**src/hw/meter_status_defs.svh**
```systemverilog
// Offsets, field positions, reset values and codes of the status and time bank.
`ifndef METER_STATUS_DEFS_SVH
`define METER_STATUS_DEFS_SVH

`define FC_READ            8'h03
`define FC_WRITE           8'h10

`define OFF_PROTECT        16'h101E
`define OFF_SEAL           16'h101F
`define OFF_ALARM_CLR      16'h1021
`define OFF_FLAGS          16'h102E
`define OFF_SPEED          16'h102F
`define OFF_PARITY         16'h1030
`define OFF_STATION        16'h1031
`define OFF_ALARM_IDX      16'h1032
`define OFF_EVENT_IDX      16'h1033
`define OFF_HOURS_HI       16'h1034
`define OFF_HOURS_LO       16'h1035
`define OFF_PRESENCE       16'h1036
`define OFF_PROTOCOL       16'h1038
`define OFF_DECADE         16'h1039
`define OFF_SHARP_CLR      16'h103A
`define OFF_PEAK_CLR       16'h103B
`define OFF_VALLEY_CLR     16'h103C
`define OFF_NORMAL_CLR     16'h103D
`define OFF_ALL_CLR        16'h103E
`define OFF_WEEKDAY        16'h103F
`define OFF_YEAR           16'h1040
`define OFF_MONTH          16'h1041
`define OFF_DAY            16'h1042
`define OFF_HOUR           16'h1043
`define OFF_MINUTE         16'h1044
`define OFF_SECOND         16'h1045

`define PROT_PORT1_BIT     0
`define PROT_PORT2_BIT     1
`define PROT_RUNCLR_BIT    2
`define PROT_PULSE_BIT     3
`define PROT_TARIFF_BIT    4
`define PROT_MAX           16'h001F

`define FLAG_ALARM_BIT     0
`define FLAG_EVENT_BIT     1

`define CLEAR_KEY          16'h000A
`define SEAL_KEY           16'h000A

`define SPEED_MIN          16'h12C0
`define SPEED_MAX          16'h9600
`define PARITY_MAX         16'h0003
`define PROTO_OTHER        2'h0
`define PROTO_BUILDING     2'h1
`define PROTO_MESH         2'h2
`define PROTO_MAX          16'h0002
`define WEEKDAY_MAX        16'h0006
`define YEAR_MIN           16'h07D0
`define YEAR_MAX           16'h0833
`define MONTH_MAX          16'h000C
`define DAY_MAX            16'h001F
`define HOUR_MAX           16'h0017
`define MINSEC_MAX         16'h003B
`define HOURS_MAX          32'h05F5E0FF

`define RST_SPEED          16'h9600
`define RST_PARITY         2'h3
`define RST_YEAR           12'h7D0
`define RST_MONTH          4'h1
`define RST_DAY            5'h01
`define RST_STATION        16'h0001

`endif

```
**src/hw/meter_status_pkg.sv**
```systemverilog
// Types of the status and time register bank.
package meter_status_pkg;

    typedef struct packed {
        logic        valid;
        logic [7:0]  func;
        logic [15:0] addr;
        logic [15:0] wdata;
    } reg_req_t;

    typedef struct packed {
        logic        valid;
        logic        err;
        logic [15:0] rdata;
    } reg_rsp_t;

    typedef enum logic [2:0] {
        MOD_NONE     = 3'h0,
        MOD_SERIAL   = 3'h1,
        MOD_BUILDING = 3'h2,
        MOD_MESH     = 3'h3,
        MOD_ETHERNET = 3'h4,
        MOD_FIELDBUS = 3'h5
    } port2_module_t;

    typedef struct packed {
        logic [4:0]  protect;
        logic [15:0] seal;
        logic [15:0] speed;
        logic [1:0]  parity;
        logic [1:0]  proto;
        logic        decade;
        logic [1:0]  flags;
        logic [4:0]  alarm_idx;
        logic [4:0]  event_idx;
        logic [31:0] run_hours;
        logic [2:0]  weekday;
        logic [11:0] year;
        logic [3:0]  month;
        logic [4:0]  day;
        logic [4:0]  hour;
        logic [5:0]  minute;
        logic [5:0]  second;
        reg_rsp_t    rsp;
        logic        sealed;
        logic        clr_alarm;
        logic [4:0]  clr_tariff;
        logic        port2_en;
        logic [2:0]  mod_s1;
        logic [2:0]  mod_s2;
        logic        ok_s1;
        logic        ok_s2;
        logic [5:0]  pres_s1;
        logic [5:0]  pres_s2;
    } state_t;

endpackage : meter_status_pkg

```
**src/hw/meter_status_time_regs.sv**
```systemverilog
// Status, seal, second-port and calendar register bank of the meter.
`include "meter_status_defs.svh"

module meter_status_time_regs #(
    parameter int ALARM_GROUPS = 16,
    parameter int EVENT_GROUPS = 20
) (
    input  wire logic                          i_clk,
    input  wire logic                          i_sys_rst,
    input  wire meter_status_pkg::reg_req_t    i_req,
    output      meter_status_pkg::reg_rsp_t    o_rsp,
    input  wire logic                          i_alarm_new,
    input  wire logic [4:0]                    i_alarm_group,
    input  wire logic                          i_event_new,
    input  wire logic [4:0]                    i_event_group,
    input  wire logic                          i_hour_tick,
    input  wire logic [5:0]                    i_module_present,
    input  wire logic [2:0]                    i_port2_module,
    input  wire logic                          i_port2_link_ok,
    output      logic                          o_seal_closed,
    output      logic [4:0]                    o_protected,
    output      logic                          o_clear_alarm_log,
    output      logic [4:0]                    o_clear_tariff,
    output      logic                          o_port2_enable,
    output      logic [15:0]                   o_port2_speed,
    output      logic [1:0]                    o_port2_parity,
    output      logic [1:0]                    o_port2_protocol,
    output      logic                          o_decade_download
);
    import meter_status_pkg::*;

    localparam state_t ST_RESET = '{speed:  `RST_SPEED,
                                    parity: `RST_PARITY,
                                    year:   `RST_YEAR,
                                    month:  `RST_MONTH,
                                    day:    `RST_DAY,
                                    default: '0};

    state_t st_reg;
    state_t st_next;
    logic   port2_locked;
    logic   is_write;

    function automatic logic addr_known(input logic [15:0] a);
        addr_known = (a >= `OFF_PROTECT && a <= `OFF_SECOND) &&
                     a != 16'h1020 && a != 16'h1037 &&
                     !(a >= 16'h1022 && a <= 16'h102D);
    endfunction : addr_known

    function automatic logic in_range(input logic [15:0] v,
                                      input logic [15:0] lo,
                                      input logic [15:0] hi);
        in_range = v >= lo && v <= hi;
    endfunction : in_range

    function automatic logic [15:0] read_word(input state_t s,
                                              input logic [15:0] a);
        read_word = 16'h0000;
        case (a)
            `OFF_PROTECT:   read_word = {11'h000, s.protect};
            `OFF_SEAL:      read_word = s.seal;
            `OFF_FLAGS:     read_word = {14'h0000, s.flags};
            `OFF_SPEED:     read_word = s.speed;
            `OFF_PARITY:    read_word = {14'h0000, s.parity};
            `OFF_STATION:   read_word = `RST_STATION;
            `OFF_ALARM_IDX: read_word = {11'h000, s.alarm_idx};
            `OFF_EVENT_IDX: read_word = {11'h000, s.event_idx};
            `OFF_HOURS_HI:  read_word = s.run_hours[31:16];
            `OFF_HOURS_LO:  read_word = s.run_hours[15:0];
            `OFF_PRESENCE:  read_word = {10'h000, s.pres_s2};
            `OFF_PROTOCOL:  read_word = {14'h0000, s.proto};
            `OFF_DECADE:    read_word = {15'h0000, s.decade};
            `OFF_WEEKDAY:   read_word = {13'h0000, s.weekday};
            `OFF_YEAR:      read_word = {4'h0, s.year};
            `OFF_MONTH:     read_word = {12'h000, s.month};
            `OFF_DAY:       read_word = {11'h000, s.day};
            `OFF_HOUR:      read_word = {11'h000, s.hour};
            `OFF_MINUTE:    read_word = {10'h000, s.minute};
            `OFF_SECOND:    read_word = {10'h000, s.second};
            default:        read_word = 16'h0000;
        endcase
    endfunction : read_word

    // A connected network adapter owns the port settings, and a closed seal
    // with the port item protected freezes them too.
    assign port2_locked =
        (st_reg.ok_s2 && (st_reg.mod_s2 == MOD_ETHERNET ||
                          st_reg.mod_s2 == MOD_FIELDBUS)) ||
        (st_reg.sealed && st_reg.protect[`PROT_PORT2_BIT]);
    assign is_write = i_req.valid && i_req.func == `FC_WRITE;

    always_comb begin
        st_next            = st_reg;
        st_next.rsp        = '0;
        st_next.clr_alarm  = 1'b0;
        st_next.clr_tariff = 5'h00;
        st_next.mod_s1     = i_port2_module;
        st_next.mod_s2     = st_reg.mod_s1;
        st_next.ok_s1      = i_port2_link_ok;
        st_next.ok_s2      = st_reg.ok_s1;
        st_next.pres_s1    = i_module_present;
        st_next.pres_s2    = st_reg.pres_s1;
        if (i_hour_tick && st_reg.run_hours != `HOURS_MAX) begin
            st_next.run_hours = st_reg.run_hours + 32'h0000_0001;
        end
        if (i_req.valid) begin
            st_next.rsp.valid = 1'b1;
            if (!addr_known(i_req.addr) ||
                (i_req.func != `FC_READ && i_req.func != `FC_WRITE)) begin
                st_next.rsp.err = 1'b1;
            end else if (i_req.func == `FC_READ) begin
                st_next.rsp.rdata = read_word(st_reg, i_req.addr);
            end else begin
                case (i_req.addr)
                    `OFF_PROTECT: begin
                        if (in_range(i_req.wdata, 16'h0000, `PROT_MAX))
                            st_next.protect = i_req.wdata[4:0];
                        else
                            st_next.rsp.err = 1'b1;
                    end
                    `OFF_SEAL: st_next.seal = i_req.wdata;
                    `OFF_ALARM_CLR:
                        st_next.clr_alarm =
                            i_req.wdata == `CLEAR_KEY;
                    `OFF_FLAGS:
                        st_next.flags = st_reg.flags &
                                        ~i_req.wdata[1:0];
                    `OFF_SPEED: begin
                        if (!port2_locked &&
                            in_range(i_req.wdata, `SPEED_MIN, `SPEED_MAX))
                            st_next.speed = i_req.wdata;
                        else
                            st_next.rsp.err = 1'b1;
                    end
                    `OFF_PARITY: begin
                        if (!port2_locked &&
                            in_range(i_req.wdata, 16'h0000, `PARITY_MAX))
                            st_next.parity = i_req.wdata[1:0];
                        else
                            st_next.rsp.err = 1'b1;
                    end
                    `OFF_PROTOCOL: begin
                        if (!port2_locked &&
                            in_range(i_req.wdata, 16'h0000, `PROTO_MAX))
                            st_next.proto = i_req.wdata[1:0];
                        else
                            st_next.rsp.err = 1'b1;
                    end
                    `OFF_DECADE: begin
                        if (in_range(i_req.wdata, 16'h0000, 16'h0001))
                            st_next.decade = i_req.wdata[0];
                        else
                            st_next.rsp.err = 1'b1;
                    end
                    `OFF_SHARP_CLR, `OFF_PEAK_CLR, `OFF_VALLEY_CLR,
                    `OFF_NORMAL_CLR, `OFF_ALL_CLR: begin
                        if (i_req.wdata == `CLEAR_KEY)
                            st_next.clr_tariff[3'(i_req.addr -
                                                  `OFF_SHARP_CLR)] = 1'b1;
                    end
                    `OFF_WEEKDAY: begin
                        if (in_range(i_req.wdata, 16'h0000, `WEEKDAY_MAX))
                            st_next.weekday = i_req.wdata[2:0];
                        else
                            st_next.rsp.err = 1'b1;
                    end
                    `OFF_YEAR: begin
                        if (in_range(i_req.wdata, `YEAR_MIN, `YEAR_MAX))
                            st_next.year = i_req.wdata[11:0];
                        else
                            st_next.rsp.err = 1'b1;
                    end
                    `OFF_MONTH: begin
                        if (in_range(i_req.wdata, 16'h0001, `MONTH_MAX))
                            st_next.month = i_req.wdata[3:0];
                        else
                            st_next.rsp.err = 1'b1;
                    end
                    `OFF_DAY: begin
                        if (in_range(i_req.wdata, 16'h0001, `DAY_MAX))
                            st_next.day = i_req.wdata[4:0];
                        else
                            st_next.rsp.err = 1'b1;
                    end
                    `OFF_HOUR: begin
                        if (in_range(i_req.wdata, 16'h0000, `HOUR_MAX))
                            st_next.hour = i_req.wdata[4:0];
                        else
                            st_next.rsp.err = 1'b1;
                    end
                    `OFF_MINUTE: begin
                        if (in_range(i_req.wdata, 16'h0000, `MINSEC_MAX))
                            st_next.minute = i_req.wdata[5:0];
                        else
                            st_next.rsp.err = 1'b1;
                    end
                    `OFF_SECOND: begin
                        if (in_range(i_req.wdata, 16'h0000, `MINSEC_MAX))
                            st_next.second = i_req.wdata[5:0];
                        else
                            st_next.rsp.err = 1'b1;
                    end
                    // Read-only words refuse a write without side effect.
                    default: st_next.rsp.err = 1'b1;
                endcase
            end
        end
        // New events are applied after the clear so that a set wins.
        if (i_alarm_new) begin
            st_next.flags[`FLAG_ALARM_BIT] = 1'b1;
            if (i_alarm_group != 5'h00 &&
                32'(i_alarm_group) <= ALARM_GROUPS)
                st_next.alarm_idx = i_alarm_group;
        end
        if (i_event_new) begin
            st_next.flags[`FLAG_EVENT_BIT] = 1'b1;
            if (i_event_group != 5'h00 &&
                32'(i_event_group) <= EVENT_GROUPS)
                st_next.event_idx = i_event_group;
        end
        st_next.sealed = st_next.seal == `SEAL_KEY;
        // Baud and parity needs of the modules are the configurer's duty;
        // hardware only checks that the module link is up and that protocol and module agree.
        unique case (st_next.proto)
            `PROTO_MESH:
                st_next.port2_en = st_reg.ok_s2 &&
                                   st_reg.mod_s2 == MOD_MESH;
            `PROTO_BUILDING:
                st_next.port2_en = st_reg.ok_s2 &&
                                   st_reg.mod_s2 == MOD_BUILDING;
            default:
                st_next.port2_en = st_reg.ok_s2 &&
                    (st_reg.mod_s2 == MOD_SERIAL ||
                     st_reg.mod_s2 == MOD_ETHERNET ||
                     st_reg.mod_s2 == MOD_FIELDBUS);
        endcase
    end

    always_ff @(posedge i_clk or posedge i_sys_rst) begin
        if (i_sys_rst) begin
            st_reg <= ST_RESET;
        end else begin
            st_reg <= st_next;
        end
    end

    assign o_rsp             = st_reg.rsp;
    assign o_seal_closed     = st_reg.sealed;
    assign o_protected       = st_reg.protect;
    assign o_clear_alarm_log = st_reg.clr_alarm;
    assign o_clear_tariff    = st_reg.clr_tariff;
    assign o_port2_enable    = st_reg.port2_en;
    assign o_port2_speed     = st_reg.speed;
    assign o_port2_parity    = st_reg.parity;
    assign o_port2_protocol  = st_reg.proto;
    assign o_decade_download = st_reg.decade;
endmodule : meter_status_time_regs

```
**config.mk**
```make
export PLATFORM = sky130hd
export DESIGN_NAME = meter_status_time_regs
export DESIGN_NICKNAME = d
export VERILOG_FILES = /design/src/hw/meter_status_pkg.sv /design/src/hw/meter_status_time_regs.sv
export VERILOG_INCLUDE_DIRS = /design/src /design/src/hw
export SDC_FILE = /design/constraint.sdc
export NUM_CORES = 1
export LEC_CHECK = 0
export ABC_CLOCK_PERIOD_IN_PS = 11700
export BUFFER_PORTS_ARGS = -buffer_cell sky130_fd_sc_hd__buf_2
export CAP_MARGIN = 15
export CORE_ASPECT_RATIO = 0.8
export CORE_MARGIN = 2
export CORE_UTILIZATION = 62
export CTS_CLUSTER_SIZE = 24
export DETAILED_ROUTE_END_ITERATION = 6
export HOLD_SLACK_MARGIN = 0.12
export PLACE_DENSITY = 0.85
export SLEW_MARGIN = 25
export SYNTH_ARGS = -nofsm -noshare
export SYNTH_HDL_FRONTEND = slang
export SYNTH_SLANG_ARGS = --single-unit
```
**constraint.sdc**
```tcl
create_clock -name i_clk -period 11.7 [get_ports i_clk]
set_input_delay 1.755 -clock i_clk [delete_from_list [all_inputs] [get_ports i_clk]]
set_output_delay 1.755 -clock i_clk [all_outputs]
set_load 0.01 [all_outputs]
```
# == After elaboration in Yosys (flattened, before gate mapping) ==
# Index checks and enable logic that the tools add are counted.
# Widths: inputs -> output; s select.
# word_totals
register_bits,173
wordCells,208
in_bits,66
out_inout_bits,52
# classes
n_addsub,2
eq_ne,45
n_mux,43
n_lt_le_gt_ge,22
reduce_logical,61
bitwise,4
# ops
op,count
$eq 16x13->1 const B,26
$pmux 16 s20,1
$mux 39,3
$mux 16,5
$reduce_and 5->1,11
$ge 16x13->1 const B,3
$add 32x1->32 const B,1
$eq 16x4->1 const B,2
$ge 16x1->1 const B,2
$le 16x13->1 const B,2
$le 16x2->1 const B,2
$le 16x5->1 const B,2
$ne 16x13->1 const B,2
$ne 32x27->1 const B,1
$logic_and 1x1->1,29
$mux 6,4
$mux 1,18
$mux 18,1
$ge 16x11->1 const B,1
$le 16x1->1 const B,1
$le 16x12->1 const B,1
$le 16x16->1 const B,1
$le 16x3->1 const B,1
$le 16x4->1 const B,1
other kinds (31),56

# == Depth between registers and ports, before layout ==
# Gate-level depths: netlist (run 1).
# logic_depth
depth_word,13
mapped_depth,14
depth_no_buf,13

# == Least setup slack after synthesis (run 1) ==
# Ideal clock, no wire load.
# synth_path
kind,input port to flip-flop
from,in i_req[34] (netlist bit)
to,reg st_reg (netlist bit o_port2_enable)
required_ns,11.573
path_slack_ns,7.324
path_buffers,0
arrival_time_ns,4.249
setup_ns,0.127
stages,11
path_cell_list,or4_1 -> nor2_1 -> nand4_1 -> or3_4 -> or3_1 -> a21oi_1 -> ha_1 -> nor2b_1 -> o21bai_1 -> a221oi_1 -> nor2b_1
# synth_rtl
element,line_no,rtl
from (decl),meter_status_time_regs.sv:10,"input wire meter_status_pkg::reg_req_t i_req,"
to (signal assigned),meter_status_time_regs.sv:243,st_reg <= st_next;
to (decl),meter_status_time_regs.sv:39,state_t st_reg;

# == Final worst setup path (run 1) ==
# layout_path
from,in i_req[17] (netlist bit)
to,reg st_reg[77] (netlist bit)
# layout_via
elab_chain_len,9
# layout_rtl
element,line_no,rtl
$ge 16x13->1 (no source line) or $le 16x13->1 (tied branches),-,
$logic_and 1x1->1 (no source line),-,
$logic_and 1x1->1 (3 in a row),meter_status_time_regs.sv:45,addr_known = (a >= `OFF_PROTECT && a <= `OFF_SECOND) &&
$logic_not 1->1,meter_status_time_regs.sv:108,if (!addr_known(i_req.addr) ||
$logic_or 1x1->1,meter_status_time_regs.sv:108,
$not 1->1 (no source line),-,
$reduce_and 5->1 (no source line) *,-,
# Every way passes the cells marked *; elsewhere a longest branch is shown, timed or not.
# A chain may end at the register's enable or synchronous reset.

==> impl_metrics.yaml, run 1 <==
power_and_ir_drop:
  p_leak_nw: 4.350
  ir_drop_mv: 0.1199
  netSwitchingFraction_pct: 24.24
  internal_power_mw: 1.025
  p_seq_share_pct: 47.8
  power_density_nw_per_um2: 140.3
  power.switching_uw: 327.9
  combPwrFrac_pct: 7.0
  power.share.clock_pct: 45.2
clock_tree:
  cts_sinks: 173
  insertion_delay_ns: 0.44
  h-tree-depth: 4
  clock-root-buffer: "clkbuf_16"
  clockBufferDepth: 2
  cts_hold_buf: 0
  clkSlewWorstSetupHoldPaths_ns: 0.07
  post-cts-setup-buffer-count: 0
  cts_buffers: 17
  cts_tree: "yes"
  ctsResizeCount: 0
detailed_routing:
  drc: 15
  drtIter0Drc: 1084
  drtPass1Iterations: 7
  antenna_left: 0
  drt-total-wl_mm: 23.38
  num_vias: 6980
  viasPerCell: 6.810
  wire_per_inst_um: 22.81
yosys:
  synthTopCellsByArea: "dfrtp_1 46%, mux2_2 10%, buf_4 4.2%"
  yosys_warnings: 0
  seq_area_frac_synth_pct: 50.15
  synth_nets: 845
  synth_edf_count: 0
  synthCells: 777
  synth-main-ff-cell: "dfrtp_1"
  yosysTopAreaCellShare_pct: 45.91
  yosysUniqueCellTypes: 71
  yosys-top-cells-count: "159 x dfrtp_1, 80 x mux2_2, 61 x nand2_1"
  synth-seq-cells: 173
  synth_top_area_cell: "dfrtp_1"
  syn_avg_cell_area_um2: 11.15
  synthArstFlopShare_pct: 100.0
  synth_most_common_cell: "dfrtp_1"
  netlist_area_um2: 8667
global_route:
  grt_max_degree: 89
  grt_antenna_before_repair: 0
  grt_pass1_wl_mm: 36.36
  gr-total-overflow: 0
  grt_pass1_vias: 6685
  track_usage_pct: 32.63
layout:
  area_growth_pct: 11.23
  largest_reg_flops: 111
  drive_gt1_share_pct: 31.36
  final_area_um2: 9641
  antenna_cells: 0
  nets: 900
floorplan:
  die_w_um: 136.2
  dieArea_um2: 14950
  io_pins: 118
  die_y_um: 109.8
  core_area_um2: 13600
  initial_core_util_pct: 63.74
  rows: 38
critical_path:
  critPathCaptureType: "flip-flop"
  critical-path-max-stage-delay_ns: 0.81
  critical-path-top-delay-family: "simple AND/OR/NAND/NOR gates"
  r2r_start: "o_protected[1]"
  crit_chain: "buf_2, and2_1, nand3_1, and4_1, or4_1, nor2_1, nand3_1, mux2_2"
  critPathRequiredTime_ns: 12.02
  crit_slowest_cell: "nor2_1"
  critPathLaunchType: "input port"
  path_class: "input port to flip-flop"
  path_max_fanout: 18
  worst_path_most_repeated_cell: "nand3_1"
  path_buf_inv: 1
  crit_arrival_ns: 5.20
  cp-startpoint: "i_req[17]"
sta:
  fin_skew_ns: 0.01152
  max_freq_ghz: 0.2050
  tns_ns: 0
  hold_ws_ns: 0.3471
  fin_crit_ns: 4.878
  slew_headroom_pct: 29.18
  finalSetupViolations: 0
  hold_viol: 0
  rsz0062_at_grt: "false"
  fin_crit_sh_pct: 41.69
  worst_slew_pin_slew_ns: 1.058
  slew_viol_final: 0
place:
  placed_area_um2: 8990
  dp_hpwl_mm: 16.30
  portBuffers: 117
  gp_congestion: 1.013
worst_hold_path:
  hp-class: "flip-flop to flip-flop"
  hold_start: "st_next[12]"
run_status:
  outcome: "finished with violations"
  violations: "design-rule violations"
job:
  maxCapViolCount: 0
## final timing paths
path                       slack (ns)  cells after the start          endpoint
setup reg to reg                 8.95                     10    o_port2_enable
hold / removal                   0.35                      0        st_reg[12]
hold reg to reg                  0.35                      0        st_reg[12]
min in group asynchronous        1.46                      2  o_port2_speed[0]
max in group asynchronous        9.00                      3       st_reg[159]
setup / recovery                 6.82                      8        st_reg[77]
## layer usage
layer / track usage [%] / up-vias / part of all wire [%]
li1: - / 2963 / -
met1: 45.04 / 3383 / 40
met2: 49.14 / 551 / 44
met3: 10.24 / 83 / 13
met4: 11.38 / 0 / 2.9
met5: 0 / - / 0
## metrics by stage
stage               setup slack [ns]  power [mW]  cells  utilization [%]
floorplan                      5.280      0.7079    777                -
global placement               6.677      0.7409    993            66.09
detailed placement             6.541      0.7493    993            66.11
CTS                            6.986       1.353   1025            70.82
global route                   6.804       1.394   1025            70.90
finish                         6.822       1.353   1025            70.90
## cells in the final DEF (no fill, tap or decap), types with 18 or more instances in the layout
cell | Yosys | final
a22oi_1 | 26 | 26
buf_2 | 9 | 117
dfrtp_1 | 159 | 159
mux2_2 | 80 | 80
nand2_1 | 61 | 61
nand3_1 | 25 | 25
nand4_1 | 18 | 18
nor2_1 | 43 | 42
nor3_1 | 33 | 33
xnor2_1 | 23 | 23
## power by group through the flow
| stage | Combinational (mW) | Sequential [mW] | Clock [mW] |
|---|---|---|---|
| floorplan | 0.0611 | 0.647 | 0 |
| global placement | 0.0863 | 0.655 | 0 |
| detailed placement | 0.0922 | 0.657 | 0 |
| CTS | 0.0933 | 0.646 | 0.613 |
| global route | 0.104 | 0.648 | 0.642 |
| finish | 0.0941 | 0.647 | 0.612 |
## final cells by class
class | instances | area, µm²
clock buffer | 19 | 452.9
multi-input combinational | 512 | 3781
clock inverter | 13 | 187.7
inverter | 8 | 35.03
tap | 180 | 225.2
sequential | 173 | 4347
timing repair buffer | 120 | 611.8
fill | 931 | 3958
## kinds of logic after synthesis
| kind of cell | count (synthesis) | synth area share (%) |
|---|---|---|
| compound gates | 124 | 11.12 |
| xor+xnor | 32 | 3.234 |
| fa+ha+maj | 2 | 0.2887 |
| buf+inv | 92 | 6.323 |
| flops | 173 | 50.15 |
| mux | 92 | 11.94 |
| simple gates | 262 | 16.95 |
No activity file was read; power rests on OpenSTA's default activity.
==> run 2, diff against run 1 <==
- ABC_AREA: unset -> 1
- ABC_CLOCK_PERIOD_IN_PS: 11700 -> 4900
- CORE_UTILIZATION: 62 -> 59
- PLACE_DENSITY: 0.85 -> 0.81
- clock period: 11.7 -> 4.9 ns (I/O delays scaled with it)
==> run 2 against run 1 <==
  * The run now ends clean
  * Power increased by 140%
  * Clock skew about the same
  * Die area increased by 18%
  * Design area increased by 12%
  * Via count increased by 32%
  * Worst hold slack improved by 0.0051 ns
  * Sequential share of layout area decreased by 4.9 points
  * Area after synthesis increased by 13%
  * Combinational power increased to 3.0 times the previous value
  * Critical path depth increased by 10
  * Critical endpoint is now o_port2_enable
==> impl_metrics.yaml, run 2 <==
clock_tree:
  ctsResizeCount: 0
  cts_buffers: 17
  cts_hold_buf: 0
  post-cts-setup-buffer-count: 0
  insertion_delay_ns: 0.44
  clkSlewWorstSetupHoldPaths_ns: 0.07
  clock-root-buffer: "clkbuf_16"
  cts_sinks: 173
  cts_tree: "yes"
  clockBufferDepth: 2
  h-tree-depth: 4
detailed_routing:
  drtPass1Iterations: 5
  antenna_left: 0
  wire_per_inst_um: 18.45
  drc: 0
  drt-total-wl_mm: 29.16
  viasPerCell: 5.837
  drtIter0Drc: 1203
  num_vias: 9228
sta:
  tns_ns: 0
  fin_crit_sh_pct: 75.61
  rsz0062_at_grt: "false"
  max_freq_ghz: 0.2699
  slew_headroom_pct: 38.29
  setup_slack_ns: 1.195
  fin_skew_ns: 0.01140
  fin_crit_ns: 3.705
  finalSetupViolations: 0
  worst_slew_pin_slew_ns: 0.9257
  hold_viol: 0
  slew_viol_final: 0
floorplan:
  die_y_um: 119.3
  rows: 42
  core_area_um2: 16400
  io_pins: 118
  die_w_um: 148.1
  dieArea_um2: 17680
  initial_core_util_pct: 59.81
power_and_ir_drop:
  combPwrFrac_pct: 8.6
  p_leak_nw: 5.394
  power.switching_uw: 915.8
  power_density_nw_per_um2: 298.1
  p_seq_share_pct: 48.4
  ir_drop_mv: 0.2574
  power.share.clock_pct: 43.0
  netSwitchingFraction_pct: 28.39
  internal_power_mw: 2.310
yosys:
  synthArstFlopShare_pct: 100.0
  seq_area_frac_synth_pct: 44.32
  synth_xor_xnor_area_share_pct: 2.679
  synth-main-ff-cell: "dfrtp_1"
  synth_top_area_cell: "dfrtp_1"
  synth_most_common_cell: "nand2_1"
  netlist_area_um2: 9807
  yosys_warnings: 0
  yosys-top-cells-count: "283 x nand2_1, 163 x inv_1, 159 x dfrtp_1"
  yosysTopAreaCellShare_pct: 40.57
  syn_avg_cell_area_um2: 7.644
  synthSimpleGateAreaFrac_pct: 30.02
  synth_compound_area_share_pct: 10.70
  synth_top_family_by_area: "simple AND/OR/NAND/NOR gates"
  synth-seq-cells: 173
  synthCells: 1283
  synth_fa_ha_area_share_pct: 0.2552
  synth_edf_count: 0
  synthTopCellsByArea: "dfrtp_1 41%, nand2_1 11%, inv_1 6.2%"
  muxShareOfSynthArea_pct: 0
  synth_nets: 1351
  yosysUniqueCellTypes: 54
place:
  portBuffers: 117
  dp_hpwl_mm: 21.52
  gp_congestion: 1.005
  pre_cts_ws_ns: 0.9114
critical_path:
  path_class: "input port to flip-flop"
  path_max_fanout: 12
  critPathLaunchType: "input port"
  crit_arrival_ns: 4.09
  critPathRequiredTime_ns: 5.28
  critPathCaptureType: "flip-flop"
worst_hold_path:
  hp-class: "flip-flop to flip-flop"
layout:
  nFillCells: 1460
  layout_commonest_cell: "nand2_1"
  area_growth_pct: 10.33
  drive_gt1_share_pct: 16.62
  largest_reg_flops: 111
  layout_common_cells: "283 x nand2_1, 162 x inv_1, 159 x dfrtp_1, 147 x nor2_1, 117 x buf_2"
  nets: 1415
global_route:
  grt_max_degree: 174
  grt_pass1_vias: 8530
  grt_antenna_before_repair: 1
  track_usage_pct: 34.27
  gr-total-overflow: 0
  grt_pass1_wl_mm: 46.58
job:
  maxCapViolCount: 0
run_status:
  outcome: "complete, no violations"
## run 2: area by class of cell
class	instances	area [µm²]	area share [%]
clock buffer	18	439.2	4.059
timing repair buffer	125	658.1	6.082
multi-input combinational	859	4284	39.59
inverter	171	648.1	5.990
antenna	1	2.502	0.02313
tap	220	275.3	2.544
sequential	173	4347	40.17
clock inverter	14	166.4	1.538
## run 2: path summary, 6_finish.rpt
kind | startpoint | end | slack [ns] | cells past startpoint
setup / recovery | i_req[31] | o_port2_enable | 1.19 | 18
hold / removal | st_next[3] | st_reg[3] | 0.35 | 0
max in group asynchronous | i_sys_rst | o_port2_speed[13] | 3.67 | 3
hold reg to reg | st_next[3] | st_reg[3] | 0.35 | 0
setup reg to reg | st_reg[109] | st_reg[110] | 1.71 | 9
min in group asynchronous | i_sys_rst | st_next[5] | 0.52 | 3
## run 2: worst max-delay path, cell delays in order
cell and delay (ns):
buf_2 0.10, nor2_1 0.13, nand3_1 0.08, nor2_1 0.56, nand3_1 0.13, nor2_1 0.13, nand3_1 0.13, nor2_4 0.22
nand2_4 0.11, nor2_8 0.32, nand2_1 0.26, nand2_1 0.13, o21ai_0 0.14, ha_1 0.28, xnor2_1 0.14, o31ai_1 0.28
o211ai_1 0.13, inv_1 0.08
## run 2: routing by layer
layer	up-vias	GRT usage, %	wire (µm)
met4	0	10.95	753
met2	564	48.00	12120
met3	61	6.897	3104
met1	4339	53.19	13190
met5	-	0	0
li1	4264	-	-
## run 2: power by group through the flow
stage | Clock [mW] | Combinational, mW | Sequential, mW
after floorplan | 0 | 0.180 | 1.55
after global placement | 0 | 0.270 | 1.58
after detailed placement | 0 | 0.273 | 1.58
after CTS | 1.40 | 0.276 | 1.56
after global routing | 1.46 | 0.312 | 1.57
final | 1.39 | 0.279 | 1.56
## run 2: cell families (layout without fill, tap and decap cells)
kind of cell,Yosys count,count (layout)
xor+xnor,30,30
compound gates,179,179
simple gates,648,648
buf+inv,251,328
flops,173,173
fa+ha+maj,2,2
other cells,0,1
## run 2: stage by stage
| step | utilization [%] | hold slack [ns] | power, mW | area (µm²) | cells |
|---|---|---|---|---|---|
| finish | 66.00 | 0.3522 | 3.226 | 10820 | 1581 |
| global route | 66.00 | 0.3602 | 3.339 | 10820 | 1581 |
| CTS | 65.98 | 0.3570 | 3.228 | 10820 | 1580 |
| detailed placement | 62.29 | 0.3347 | 1.856 | 10210 | 1548 |
| global placement | 62.29 | 0.3314 | 1.851 | 10210 | 1548 |
| floorplan | - | 0.3312 | 1.735 | 9811 | 1283 |
